--- src/phm_cfg.svh ---
`ifndef PHM_CFG_SVH
`define PHM_CFG_SVH

`define PHM_ADDR_ROLE      32'h5600_0070
`define PHM_ADDR_DATA      32'h5600_0074
`define PHM_ADDR_PULL      32'h5600_0078
`define PHM_ADDR_RSVD      32'h5600_007C
`define PHM_ADDR_MISC      32'h5600_0080
`define PHM_ADDR_DCLK      32'h5600_0084

`define PHM_NPIN           11
`define PHM_ROLE_W         22
`define PHM_RST_ROLE       22'h00_0000
`define PHM_RST_PULL       11'h000
`define PHM_RST_MISC       32'h0001_0330
`define PHM_RST_DCLK       32'h0000_0000
`define PHM_MASK_MISC      32'h000F_377B
`define PHM_MASK_DCLK      32'h0FF3_0FF3
`define PHM_ZERO32         32'h0000_0000

`define PHM_MISC_CKE_OFF   19
`define PHM_MISC_CK1_OFF   18
`define PHM_MISC_CK0_OFF   17
`define PHM_MISC_RST_LVL   16
`define PHM_MISC_USB1_SUSP 13
`define PHM_MISC_USB0_SUSP 12
`define PHM_MISC_SEL1_HI   10
`define PHM_MISC_SEL1_LO   8
`define PHM_MISC_SEL0_HI   6
`define PHM_MISC_SEL0_LO   4
`define PHM_MISC_USB_HOST  3
`define PHM_MISC_DLO_PUOFF 1
`define PHM_MISC_DHI_PUOFF 0

`define PHM_DCLK_FIELD_W   16
`define PHM_DCLK_CMP_HI    11
`define PHM_DCLK_CMP_LO    8
`define PHM_DCLK_DIV_HI    7
`define PHM_DCLK_DIV_LO    4
`define PHM_DCLK_SEL       1
`define PHM_DCLK_EN        0

`define PHM_PIN_CTS0       0
`define PHM_PIN_RTS0       1
`define PHM_PIN_SERIAL0_TRANSMIT       2
`define PHM_PIN_SERIAL0_RECEIVE       3
`define PHM_PIN_SERIAL1_TRANSMIT       4
`define PHM_PIN_SERIAL1_RECEIVE       5
`define PHM_PIN_SERIAL2_TRANSMIT       6
`define PHM_PIN_SERIAL2_RECEIVE       7
`define PHM_PIN_UEXT       8
`define PHM_PIN_CLKO0      9
`define PHM_PIN_CLKO1      10

`endif

--- src/phm_pkg.sv ---
package phm_pkg;

  typedef enum logic [1:0]
  {
    PHM_ROLE_IN   = 2'h0,
    PHM_ROLE_OUT  = 2'h1,
    PHM_ROLE_ALT1 = 2'h2,
    PHM_ROLE_ALT2 = 2'h3
  } phm_role_e;

  typedef enum logic [2:0]
  {
    PHM_SRC_MAIN_PLL = 3'h0,
    PHM_SRC_USB_PLL = 3'h1,
    PHM_SRC_CORE = 3'h2,
    PHM_SRC_BUS  = 3'h3,
    PHM_SRC_PER  = 3'h4,
    PHM_SRC_DIV  = 3'h5
  } phm_src_e;

endpackage

--- src/phm_port_misc.sv ---
// Added by the designer: the Wishbone register port.
`timescale 1ns/1ps
`include "phm_cfg.svh"
module phm_port_misc
(
  // Clock and reset
  input  wire logic        clk_i,
  input  wire logic        rst_i,
  // Wishbone slave
  input  wire logic        cyc_i,
  input  wire logic        stb_i,
  input  wire logic        we_i,
  input  wire logic [31:0] adr_i,
  input  wire logic [3:0]  sel_i,
  input  wire logic [31:0] dat_i,
  output logic      [31:0] dat_o,
  output logic             ack_o,
  // Port pins
  input  wire logic [10:0] pin_in_i,
  output logic      [10:0] pin_out_o,
  output logic      [10:0] pin_oe_n_o,
  output logic      [10:0] pin_pullup_off_o,
  // Serial peripheral side
  input  wire logic        serial0_transmit_i,
  input  wire logic        serial1_transmit_i,
  input  wire logic        serial2_transmit_i,
  input  wire logic        serial0_request_to_send_i,
  input  wire logic        serial1_request_to_send_i,
  output logic             serial0_receive_o,
  output logic             serial1_receive_o,
  output logic             serial2_receive_o,
  output logic             serial0_clear_to_send_o,
  output logic             serial1_clear_to_send_o,
  output logic             serial_external_clock_o,
  // Monitored clock sources
  input  wire logic        main_pll_i,
  input  wire logic        usb_pll_i,
  input  wire logic        core_clock_i,
  input  wire logic        bus_clock_i,
  input  wire logic        usb_clock_i,
  // Memory clock path
  input  wire logic        mem_clock_i,
  input  wire logic        mem_clock_enable_i,
  output logic             mem_clock0_out_o,
  output logic             mem_clock1_out_o,
  output logic             mem_clock_enable_out_o,
  // Miscellaneous controls
  output logic             external_reset_out_o,
  output logic             usb_port0_suspend_o,
  output logic             usb_port1_suspend_o,
  output logic             usb_pad_owner_sel_o,
  output logic             data_low_pullup_off_o,
  output logic             data_high_pullup_off_o
);

  logic [21:0] role_r;
  logic [10:0] data_r;
  logic [10:0] pull_r;
  logic [31:0] misc_r;
  logic [31:0] dclk_reg_r;
  logic        ack_r;
  logic [31:0] dat_r;
  logic [10:0] pin_s1_r;
  logic [10:0] pin_s2_r;
  logic [4:0]  src_s1_r;
  logic [4:0]  src_s2_r;
  logic        usb_prev_r;
  logic        per_half_r;
  logic [3:0]  cnt_r [2];
  logic [1:0]  dclk_r;
  logic        clk_out0_r;
  logic        clk_out1_r;
  logic [10:0] pin_out_nxt;
  logic [10:0] pin_oe_n_nxt;
  logic [10:0] pin_out_r;
  logic [10:0] pin_oe_n_r;
  logic [31:0] rd_nxt;
  logic        wr_en;
  logic        usb_tick;

  function automatic logic [31:0] merge(input logic [31:0] old_v, input logic [31:0] new_v,
                                        input logic [3:0] be);
    logic [31:0] res;
    res = old_v;
    for (int b = 0; b < 4; b++)
    begin
      if (be[b])
        res[b*8 +: 8] = new_v[b*8 +: 8];
    end
    return res;
  endfunction

  function automatic logic [2:0] src_sel(input logic [31:0] m, input logic hi);
    logic [2:0] s;
    s = hi ? m[`PHM_MISC_SEL1_HI:`PHM_MISC_SEL1_LO] : m[`PHM_MISC_SEL0_HI:`PHM_MISC_SEL0_LO];
    return s;
  endfunction

  // Bus handshake: one wait state, ack for a single cycle
  assign wr_en = cyc_i && stb_i && we_i && ack_r;

  always_ff @(posedge clk_i)
  begin
    if (rst_i)
      ack_r <= 1'b0;
    else
      ack_r <= cyc_i && stb_i && !ack_r;
  end

  // Input synchronisers
  always_ff @(posedge clk_i)
  begin
    if (rst_i)
    begin
      pin_s1_r   <= `PHM_RST_PULL;
      pin_s2_r   <= `PHM_RST_PULL;
      src_s1_r   <= 5'h00;
      src_s2_r   <= 5'h00;
      usb_prev_r <= 1'b0;
    end
    else
    begin
      pin_s1_r   <= pin_in_i;
      pin_s2_r   <= pin_s1_r;
      src_s1_r   <= {usb_clock_i, bus_clock_i, core_clock_i, usb_pll_i, main_pll_i};
      src_s2_r   <= src_s1_r;
      usb_prev_r <= src_s2_r[4];
    end
  end

  assign usb_tick = src_s2_r[4] && !usb_prev_r;

  // Register writes
  always_ff @(posedge clk_i)
  begin
    if (rst_i)
    begin
      role_r     <= `PHM_RST_ROLE;
      data_r     <= `PHM_RST_PULL;
      pull_r     <= `PHM_RST_PULL;
      misc_r     <= `PHM_RST_MISC;
      dclk_reg_r <= `PHM_RST_DCLK;
    end
    else if (wr_en)
    begin
      if (adr_i == `PHM_ADDR_ROLE)
        role_r <= `PHM_ROLE_W'(merge({10'h000, role_r}, dat_i, sel_i));
      else if (adr_i == `PHM_ADDR_DATA)
        data_r <= `PHM_NPIN'(merge({21'h00_0000, data_r}, dat_i, sel_i));
      else if (adr_i == `PHM_ADDR_PULL)
        pull_r <= `PHM_NPIN'(merge({21'h00_0000, pull_r}, dat_i, sel_i));
      else if (adr_i == `PHM_ADDR_MISC)
        misc_r <= merge(misc_r, dat_i, sel_i) & `PHM_MASK_MISC;
      else if (adr_i == `PHM_ADDR_DCLK)
        dclk_reg_r <= merge(dclk_reg_r, dat_i, sel_i) & `PHM_MASK_DCLK;
    end
  end

  // Read mux; alternate pins read the synchronised pin level
  always_comb
  begin
    rd_nxt = `PHM_ZERO32;
    if (adr_i == `PHM_ADDR_ROLE)
      rd_nxt = {10'h000, role_r};
    else if (adr_i == `PHM_ADDR_DATA)
    begin
      for (int i = 0; i < `PHM_NPIN; i++)
      begin
        if (phm_pkg::phm_role_e'(role_r[2*i +: 2]) == phm_pkg::PHM_ROLE_OUT)
          rd_nxt[i] = data_r[i];
        else
          rd_nxt[i] = pin_s2_r[i];
      end
    end
    else if (adr_i == `PHM_ADDR_PULL)
      rd_nxt = {21'h00_0000, pull_r};
    else if (adr_i == `PHM_ADDR_MISC)
      rd_nxt = misc_r;
    else if (adr_i == `PHM_ADDR_DCLK)
      rd_nxt = dclk_reg_r;
  end

  always_ff @(posedge clk_i)
  begin
    if (rst_i)
      dat_r <= `PHM_ZERO32;
    else if (cyc_i && stb_i && !we_i && !ack_r)
      dat_r <= rd_nxt;
  end

  // Peripheral clock monitor at half rate
  always_ff @(posedge clk_i)
  begin
    if (rst_i)
      per_half_r <= 1'b0;
    else
      per_half_r <= !per_half_r;
  end

  // Divided clock generators
  for (genvar g = 0; g < 2; g++)
  begin : g_div
    logic [15:0] fld;
    logic [3:0]  cmp;
    logic [3:0]  div;
    logic        en;
    logic        tick;
    logic [3:0]  cnt_nxt;

    assign fld  = dclk_reg_r[g*`PHM_DCLK_FIELD_W +: `PHM_DCLK_FIELD_W];
    assign cmp  = fld[`PHM_DCLK_CMP_HI:`PHM_DCLK_CMP_LO];
    assign div  = fld[`PHM_DCLK_DIV_HI:`PHM_DCLK_DIV_LO];
    assign en   = fld[`PHM_DCLK_EN];
    assign tick = fld[`PHM_DCLK_SEL] ? usb_tick : 1'b1;

    always_comb
    begin
      cnt_nxt = cnt_r[g];
      if (!en)
        cnt_nxt = 4'h0;
      else if (tick)
        cnt_nxt = (cnt_r[g] == div) ? 4'h0 : cnt_r[g] + 4'h1;
    end

    always_ff @(posedge clk_i)
    begin
      if (rst_i)
      begin
        cnt_r[g]  <= 4'h0;
        dclk_r[g] <= 1'b0;
      end
      else
      begin
        cnt_r[g]  <= cnt_nxt;
        dclk_r[g] <= en && (cnt_nxt > cmp);
      end
    end

    a_div_idle_low : assert property (@(posedge clk_i) disable iff (rst_i)
      !en |=> !dclk_r[g] && cnt_r[g] == 4'h0)
      else $error("disabled divider not idle");
    a_div_wrap_low : assert property (@(posedge clk_i) disable iff (rst_i)
      en && !fld[`PHM_DCLK_SEL] && cnt_r[g] == div && $stable(fld)
      |=> cnt_r[g] == 4'h0 && !dclk_r[g])
      else $error("divider did not wrap to low phase");
    a_div_high_edge : assert property (@(posedge clk_i) disable iff (rst_i)
      en && !fld[`PHM_DCLK_SEL] && cnt_r[g] == cmp && cmp < div
      |=> dclk_r[g])
      else $error("divider high phase late");
  end

  // Clock output source selection
  always_ff @(posedge clk_i)
  begin
    if (rst_i)
    begin
      clk_out0_r <= 1'b0;
      clk_out1_r <= 1'b0;
    end
    else
    begin
      for (int k = 0; k < 2; k++)
      begin
        logic o;
        o = 1'b0;
        case (phm_pkg::phm_src_e'(src_sel(misc_r, k[0])))
          phm_pkg::PHM_SRC_MAIN_PLL: o = src_s2_r[0];
          phm_pkg::PHM_SRC_USB_PLL: o = src_s2_r[1];
          phm_pkg::PHM_SRC_CORE: o = src_s2_r[2];
          phm_pkg::PHM_SRC_BUS:  o = src_s2_r[3];
          phm_pkg::PHM_SRC_PER:  o = per_half_r;
          phm_pkg::PHM_SRC_DIV:  o = dclk_r[k];
          default:               o = 1'b0;
        endcase
        if (k == 0)
          clk_out0_r <= o;
        else
          clk_out1_r <= o;
      end
    end
  end

  // Pin drive per role
  always_comb
  begin
    pin_out_nxt  = `PHM_RST_PULL;
    pin_oe_n_nxt = ~`PHM_RST_PULL;
    for (int i = 0; i < `PHM_NPIN; i++)
    begin
      if (phm_pkg::phm_role_e'(role_r[2*i +: 2]) == phm_pkg::PHM_ROLE_OUT)
      begin
        pin_out_nxt[i]  = data_r[i];
        pin_oe_n_nxt[i] = 1'b0;
      end
    end
    if (phm_pkg::phm_role_e'(role_r[2*`PHM_PIN_RTS0 +: 2]) == phm_pkg::PHM_ROLE_ALT1)
    begin
      pin_out_nxt[`PHM_PIN_RTS0]  = serial0_request_to_send_i;
      pin_oe_n_nxt[`PHM_PIN_RTS0] = 1'b0;
    end
    if (phm_pkg::phm_role_e'(role_r[2*`PHM_PIN_SERIAL0_TRANSMIT +: 2]) == phm_pkg::PHM_ROLE_ALT1)
    begin
      pin_out_nxt[`PHM_PIN_SERIAL0_TRANSMIT]  = serial0_transmit_i;
      pin_oe_n_nxt[`PHM_PIN_SERIAL0_TRANSMIT] = 1'b0;
    end
    if (phm_pkg::phm_role_e'(role_r[2*`PHM_PIN_SERIAL1_TRANSMIT +: 2]) == phm_pkg::PHM_ROLE_ALT1)
    begin
      pin_out_nxt[`PHM_PIN_SERIAL1_TRANSMIT]  = serial1_transmit_i;
      pin_oe_n_nxt[`PHM_PIN_SERIAL1_TRANSMIT] = 1'b0;
    end
    if (phm_pkg::phm_role_e'(role_r[2*`PHM_PIN_SERIAL2_TRANSMIT +: 2]) == phm_pkg::PHM_ROLE_ALT1)
    begin
      pin_out_nxt[`PHM_PIN_SERIAL2_TRANSMIT]  = serial2_transmit_i;
      pin_oe_n_nxt[`PHM_PIN_SERIAL2_TRANSMIT] = 1'b0;
    end
    else if (phm_pkg::phm_role_e'(role_r[2*`PHM_PIN_SERIAL2_TRANSMIT +: 2]) == phm_pkg::PHM_ROLE_ALT2)
    begin
      pin_out_nxt[`PHM_PIN_SERIAL2_TRANSMIT]  = serial1_request_to_send_i;
      pin_oe_n_nxt[`PHM_PIN_SERIAL2_TRANSMIT] = 1'b0;
    end
    if (phm_pkg::phm_role_e'(role_r[2*`PHM_PIN_CLKO0 +: 2]) == phm_pkg::PHM_ROLE_ALT1)
    begin
      pin_out_nxt[`PHM_PIN_CLKO0]  = clk_out0_r;
      pin_oe_n_nxt[`PHM_PIN_CLKO0] = 1'b0;
    end
    if (phm_pkg::phm_role_e'(role_r[2*`PHM_PIN_CLKO1 +: 2]) == phm_pkg::PHM_ROLE_ALT1)
    begin
      pin_out_nxt[`PHM_PIN_CLKO1]  = clk_out1_r;
      pin_oe_n_nxt[`PHM_PIN_CLKO1] = 1'b0;
    end
  end

  // Registered pin and peripheral outputs; idle receive and clear-to-send inputs read high, idle external clock low
  always_ff @(posedge clk_i)
  begin
    if (rst_i)
    begin
      pin_out_r               <= `PHM_RST_PULL;
      pin_oe_n_r              <= ~`PHM_RST_PULL;
      serial0_receive_o       <= 1'b1;
      serial1_receive_o       <= 1'b1;
      serial2_receive_o       <= 1'b1;
      serial0_clear_to_send_o <= 1'b1;
      serial1_clear_to_send_o <= 1'b1;
      serial_external_clock_o <= 1'b0;
    end
    else
    begin
      pin_out_r  <= pin_out_nxt;
      pin_oe_n_r <= pin_oe_n_nxt;
      serial0_clear_to_send_o <= (phm_pkg::phm_role_e'(role_r[2*`PHM_PIN_CTS0 +: 2])
        == phm_pkg::PHM_ROLE_ALT1) ? pin_s2_r[`PHM_PIN_CTS0] : 1'b1;
      serial0_receive_o <= (phm_pkg::phm_role_e'(role_r[2*`PHM_PIN_SERIAL0_RECEIVE +: 2])
        == phm_pkg::PHM_ROLE_ALT1) ? pin_s2_r[`PHM_PIN_SERIAL0_RECEIVE] : 1'b1;
      serial1_receive_o <= (phm_pkg::phm_role_e'(role_r[2*`PHM_PIN_SERIAL1_RECEIVE +: 2])
        == phm_pkg::PHM_ROLE_ALT1) ? pin_s2_r[`PHM_PIN_SERIAL1_RECEIVE] : 1'b1;
      serial2_receive_o <= (phm_pkg::phm_role_e'(role_r[2*`PHM_PIN_SERIAL2_RECEIVE +: 2])
        == phm_pkg::PHM_ROLE_ALT1) ? pin_s2_r[`PHM_PIN_SERIAL2_RECEIVE] : 1'b1;
      serial1_clear_to_send_o <= (phm_pkg::phm_role_e'(role_r[2*`PHM_PIN_SERIAL2_RECEIVE +: 2])
        == phm_pkg::PHM_ROLE_ALT2) ? pin_s2_r[`PHM_PIN_SERIAL2_RECEIVE] : 1'b1;
      serial_external_clock_o <= (phm_pkg::phm_role_e'(role_r[2*`PHM_PIN_UEXT +: 2])
        == phm_pkg::PHM_ROLE_ALT1) ? pin_s2_r[`PHM_PIN_UEXT] : 1'b0;
    end
  end

  // Miscellaneous outputs
  always_ff @(posedge clk_i)
  begin
    if (rst_i)
    begin
      mem_clock0_out_o       <= 1'b0;
      mem_clock1_out_o       <= 1'b0;
      mem_clock_enable_out_o <= 1'b0;
      external_reset_out_o   <= 1'b1;
      usb_port0_suspend_o    <= 1'b0;
      usb_port1_suspend_o    <= 1'b0;
      usb_pad_owner_sel_o    <= 1'b0;
      data_low_pullup_off_o  <= 1'b0;
      data_high_pullup_off_o <= 1'b0;
      pin_pullup_off_o       <= `PHM_RST_PULL;
    end
    else
    begin
      mem_clock_enable_out_o <= mem_clock_enable_i && !misc_r[`PHM_MISC_CKE_OFF];
      mem_clock1_out_o       <= mem_clock_i && !misc_r[`PHM_MISC_CK1_OFF];
      mem_clock0_out_o       <= mem_clock_i && !misc_r[`PHM_MISC_CK0_OFF];
      external_reset_out_o   <= misc_r[`PHM_MISC_RST_LVL];
      usb_port1_suspend_o    <= misc_r[`PHM_MISC_USB1_SUSP];
      usb_port0_suspend_o    <= misc_r[`PHM_MISC_USB0_SUSP];
      usb_pad_owner_sel_o    <= misc_r[`PHM_MISC_USB_HOST];
      data_low_pullup_off_o  <= misc_r[`PHM_MISC_DLO_PUOFF];
      data_high_pullup_off_o <= misc_r[`PHM_MISC_DHI_PUOFF];
      pin_pullup_off_o       <= pull_r;
    end
  end

  assign ack_o      = ack_r;
  assign dat_o      = dat_r;
  assign pin_out_o  = pin_out_r;
  assign pin_oe_n_o = pin_oe_n_r;

  a_input_release : assert property (@(posedge clk_i) disable iff (rst_i)
    role_r[1:0] == 2'h0 |=> pin_oe_n_o[0])
    else $error("input pin 0 driven");
  a_output_drive : assert property (@(posedge clk_i) disable iff (rst_i)
    role_r[1:0] == 2'h1 |=> !pin_oe_n_o[0] && pin_out_o[0] == $past(data_r[0]))
    else $error("output pin 0 not driven from data");
  a_input_read : assert property (@(posedge clk_i) disable iff (rst_i)
    cyc_i && stb_i && !we_i && !ack_r && adr_i == `PHM_ADDR_DATA && role_r[1:0] == 2'h0
    |=> ack_o && dat_o[0] == $past(pin_s2_r[0]))
    else $error("input read mismatch");
  a_mem_force_low : assert property (@(posedge clk_i) disable iff (rst_i)
    misc_r[`PHM_MISC_CKE_OFF] && misc_r[`PHM_MISC_CK0_OFF]
    |=> !mem_clock_enable_out_o && !mem_clock0_out_o)
    else $error("memory clock not forced low");
  a_reset_level : assert property (@(posedge clk_i) disable iff (rst_i)
    wr_en && adr_i == `PHM_ADDR_MISC && sel_i[2]
    |=> ##1 external_reset_out_o == $past(dat_i[`PHM_MISC_RST_LVL], 2))
    else $error("reset output level wrong");
  a_pullup_write : assert property (@(posedge clk_i) disable iff (rst_i)
    wr_en && adr_i == `PHM_ADDR_PULL && sel_i[0]
    |=> ##1 pin_pullup_off_o[0] == $past(dat_i[0], 2))
    else $error("pull-up control not applied");
  a_clkout_div : assert property (@(posedge clk_i) disable iff (rst_i)
    misc_r[`PHM_MISC_SEL0_HI:`PHM_MISC_SEL0_LO] == 3'h5 && $stable(misc_r)
    |=> clk_out0_r == $past(dclk_r[0]))
    else $error("divided clock not on clock output 0");

endmodule

--- config.mk ---
export PLATFORM = sky130hd
export DESIGN_NAME = phm_port_misc
export DESIGN_NICKNAME = d
export VERILOG_FILES = /design/src/phm_pkg.sv /design/src/phm_port_misc.sv
export VERILOG_INCLUDE_DIRS = /design/src
export SDC_FILE = /design/constraint.sdc
export NUM_CORES = 1
export LEC_CHECK = 0
export ABC_CLOCK_PERIOD_IN_PS = 2000
export BUFFER_PORTS_ARGS = -buffer_cell sky130_fd_sc_hd__buf_2
export CAP_MARGIN = 20
export CORE_ASPECT_RATIO = 2
export CORE_UTILIZATION = 25
export DETAILED_ROUTE_END_ITERATION = 16
export GPL_TIMING_DRIVEN = 0
export PLACE_DENSITY_LB_ADDON = 0.1
export SYNTH_ARGS = -nofsm -noshare
export SYNTH_HDL_FRONTEND = slang
export SYNTH_SLANG_ARGS = --single-unit
--- constraint.sdc ---
create_clock -name clk_i -period 2 [get_ports clk_i]
set_input_delay 0 -clock clk_i [delete_from_list [all_inputs] [get_ports clk_i]]
set_output_delay 0 -clock clk_i [all_outputs]
set_load 0.03 [all_outputs]
==> impl_metrics.json <==
{
  "numCtsBuffers": 21,
  "grt_max_degree": 14,
  "layout-drive-gt1-share_pct": 25.3,
  "startpoint_type": "flip-flop",
  "cts_tree": "yes",
  "status": "finished, violations left",
  "yosys_warnings": 0,
  "drv_slew": 0,
  "slew_headroom_pct": 41.0,
  "critPathSlowestCell": "dfxtp_1",
  "drv_cap": 0,
  "cts_max_level": 1,
  "cp-endpoint": "dclk_r[1]$_SDFF_PP0_",
  "cp.required_ps": 2390,
  "routedWlPerCell_um": 20.1,
  "synth_top_family_by_area": "simple AND/OR/NAND/NOR gates",
  "firstDrtPassIters": 5,
  "synth.area.mux_share_pct": 11.0,
  "root_buffer": "clkbuf_16",
  "post-place-ws_ps": -529,
  "nets": 1235,
  "rows": 94,
  "initial_core_util_pct": 25.4,
  "rr_worst_depth": 10,
  "clockBufferDepth": 3,
  "antenna_found_initial": 0,
  "r2r_end": "dclk_r[1]$_SDFF_PP0_",
  "whs_ps": -14.8,
  "min_period_ps": 1940,
  "vdd_drop_max_v": 0.000499,
  "gp_congestion": 0.866,
  "slowest_delay_ps": 310,
  "tightest_slew_ps": 886,
  "yosysTopAreaCell": "dfxtp_1",
  "setup_tns_ps": 0,
  "rrSetupSlack_ps": 60,
  "internal_power_mw": 6.30,
  "powerDensity_nw_per_um2": 736,
  "worstSetupPathType": "reg2reg",
  "holdCritPathClass": "in2reg",
  "rsz0062_at_grt": "yes",
  "drtIter0Drc": 262,
  "finalWorstSetupSlack_ps": 60.2,
  "clkSinkCount": 202,
  "vias": 7068,
  "clkLatencyLatePin_ps": 520,
  "power_frac_comb_pct": 6.8,
  "cp_common_cell": "nor2_1",
  "fill_cells": 3513,
  "multi_input_area_um2": 4140,
  "ios": 177,
  "swShare_pct": 24.3,
  "final_area_um2": 11300,
  "ys_types": 63,
  "synth_top_area_share_pct": 48.3,
  "end_kind": "flip-flop",
  "cp_max_fo": 4,
  "yosysMostFrequentCell": "dfxtp_1",
  "die_y_um": 261,
  "yosys-top-cells-count": "dfxtp_1, nor2_1, mux2i_1",
  "p_leak_nw": 4.44,
  "postSynth.asyncResetShare_pct": 0,
  "period_share_pct": 97.0,
  "final-seq-area_um2": 4060,
  "avgSynthCellArea_um2": 9.90,
  "syn_area_um2": 8370,
  "wl_um": 31400,
  "clock_skew_ps": 13.4,
  "critical_path_arrival_ps": 2330,
  "startpoint": "usb_prev_r$_SDFF_PP0_",
  "grt_use_total_pct": 18.2,
  "area_growth_syn_to_layout_pct": 35.2,
  "path_cells": "nand2b_4 -> and2_4 -> mux2i_4 -> nor2_1 -> ha_1 -> nor2b_1 -> o21ai_1 -> nand2b_1 -> a21oi_1 -> nor2_1",
  "finalHoldViolations": 5,
  "synth-edff-count": 0,
  "synthFlopType": "dfxtp_1",
  "drt.antenna.violating_nets": 0,
  "sequentialPowerShare_pct": 49.1,
  "yosys.area_share.simple_pct": 24.2,
  "synthTopCellsByArea": "dfxtp_1, mux2i_1, nor2_1",
  "synth-compound-area-share_pct": 8.67,
  "via_per_inst": 4.52,
  "yosysSeqAreaShare_pct": 48.3,
  "violations": "negative hold slack",
  "grt_pass1_wl_um": 45600,
  "synthXorXnorAreaFrac_pct": 1.47,
  "clk_pin_slew_ps": 60,
  "gr-total-overflow": 0,
  "ys_seq_elements": 202,
  "remaining_drc_errors": 0,
  "reg2reg_from": "usb_prev_r$_SDFF_PP0_",
  "core_area_um2": 32900,
  "power_frac_clock_pct": 44.1,
  "dieArea_um2": 34200,
  "dp_hpwl_um": 24000,
  "io_buffers": 167,
  "finalSetupViolCount": 0,
  "antenna_cells": 0,
  "syn_inst": 845,
  "p_sw_mw": 2.03,
  "grt_pass1_vias": 7124,
  "die_w_um": 131,
  "synth_adder_area_share_pct": 2.99,
  "placed_cell_area_um2": 9770,
  "fmax_ghz": 0.516
}
==> kinds of logic (layout without fill, tap and decap cells) <==
logic type	Yosys count	count (layout)
AOI/OAI and AO/OA	111	111
xor gates and xnor gates	14	14
adders and majority gates	20	20
buffers and inverters	67	351
DFF	202	202
muxes	89	89
other	1	4
and+or+nand+nor	341	341
==> layer usage <==
layer | part of all wire (%) | wire length, um | vias up | GRT usage (%)
li1 | - | - | 3457 | -
met1 | 36 | 11400 | 3357 | 18.2
met2 | 56 | 17600 | 201 | 37.2
met3 | 3.4 | 1070 | 53 | 1.83
met4 | 4.1 | 1280 | 0 | 8.24
met5 | 0 | 0 | - | 0
==> repair_timing <==
item	4_1_cts	5_1_grt
hold endpoints to repair	123	0
buffers inserted	12	4
gates resized for setup	16	17
hold buffers	64	0
endpoints found under the setup margin	75	34
pin swaps	10	5
==> power groups by stage <==
| stage | Combinational, mW | Sequential [mW] | Clock, mW |
|---|---|---|---|
| 2_1_floorplan | 0.173 | 4.20 | 0 |
| 3_3_place_gp | 0.467 | 4.18 | 0 |
| 3_5_place_dp | 0.471 | 4.18 | 0 |
| 4_1_cts | 0.570 | 4.09 | 3.80 |
| 5_1_grt | 0.601 | 4.09 | 3.94 |
| 6_report | 0.564 | 4.09 | 3.67 |
==> how the worst min path moves through the flow <==
| stage | from | endpoint | slack (ps) | cells past startpoint |
|---|---|---|---|---|
| finish | rst_i | pin_s1_r[5]$_SDFF_PP0_ | -10 | 2 |
| global route | rst_i | pin_s2_r[2]$_SDFF_PP0_ | 50 | 2 |
| CTS | rst_i | pin_s1_r[5]$_SDFF_PP0_ | 20 | 2 |
| detailed placement | pin_in_i[2] | pin_s1_r[2]$_SDFF_PP0_ | 210 | 2 |
| global placement | pin_in_i[8] | pin_s1_r[8]$_SDFF_PP0_ | 220 | 2 |
| floorplan | pin_in_i[0] | pin_s1_r[0]$_SDFF_PP0_ | 130 | 1 |
==> worst max-delay path: cells and delay by family, from the launching register on <==
family | cells | cell delay (ps)
and+or+nand+nor | 6 | 730
DFF | 1 | 310
adders and majority gates | 1 | 280
muxes | 1 | 240
AOI/OAI and AO/OA | 2 | 240
==> layout by cell type (no fill, tap or decap), types with 5 or more instances in the layout <==
cell / n
a211oi_1: 12
a21oi_1: 43
a22o_1: 5
a22oi_1: 13
a32oi_1: 6
buf_12: 6
buf_2: 170
buf_4: 15
clkbuf_1: 44
clkbuf_16: 21
dfxtp_1: 193
dfxtp_2: 9
dlygate4sd3_1: 64
ha_1: 20
inv_1: 22
mux2i_1: 83
nand2_1: 32
nand2b_1: 16
nand3_1: 12
nand4_1: 6
nor2_1: 138
nor2b_1: 55
nor3_1: 9
nor4_4: 18
o21ai_0: 5
or2_2: 12
xnor2_1: 10
==> flip-flops by register name, indices dropped and copies added (netlist names), 2 cells and up <==
name and cells:
dat_o 28, pin_out_o 11, dclk_r 2, role_r 22, pin_pullup_off_o 11, pin_oe_n_o 11, cnt_r 8, src_s2_r 5
misc_r 15, src_s1_r 5, pin_s2_r 11, data_r 11, dclk_reg_r 20, pull_r 11, pin_s1_r 11
==> layout make-up <==
type	count	share of cell area, %
buffer	45	1.77
clock buffer	32	5.10
clock inverter	4	0.254
inverter	22	0.730
multi-input combinational	579	36.6
sequential	202	35.9
tap	432	4.78
timing repair buffer	248	14.9
==> stage by stage <==
stage	instances	total power [mW]	hold slack (ps)	util, %
floorplan	848	4.37	128	-
global placement	1447	4.65	215	29.6
detailed placement	1448	4.65	214	29.7
CTS	1560	8.46	19.9	34.1
global route	1564	8.63	45.4	34.3
finish	1564	8.32	-14.8	34.3
Power figures use the tool's default switching activity.
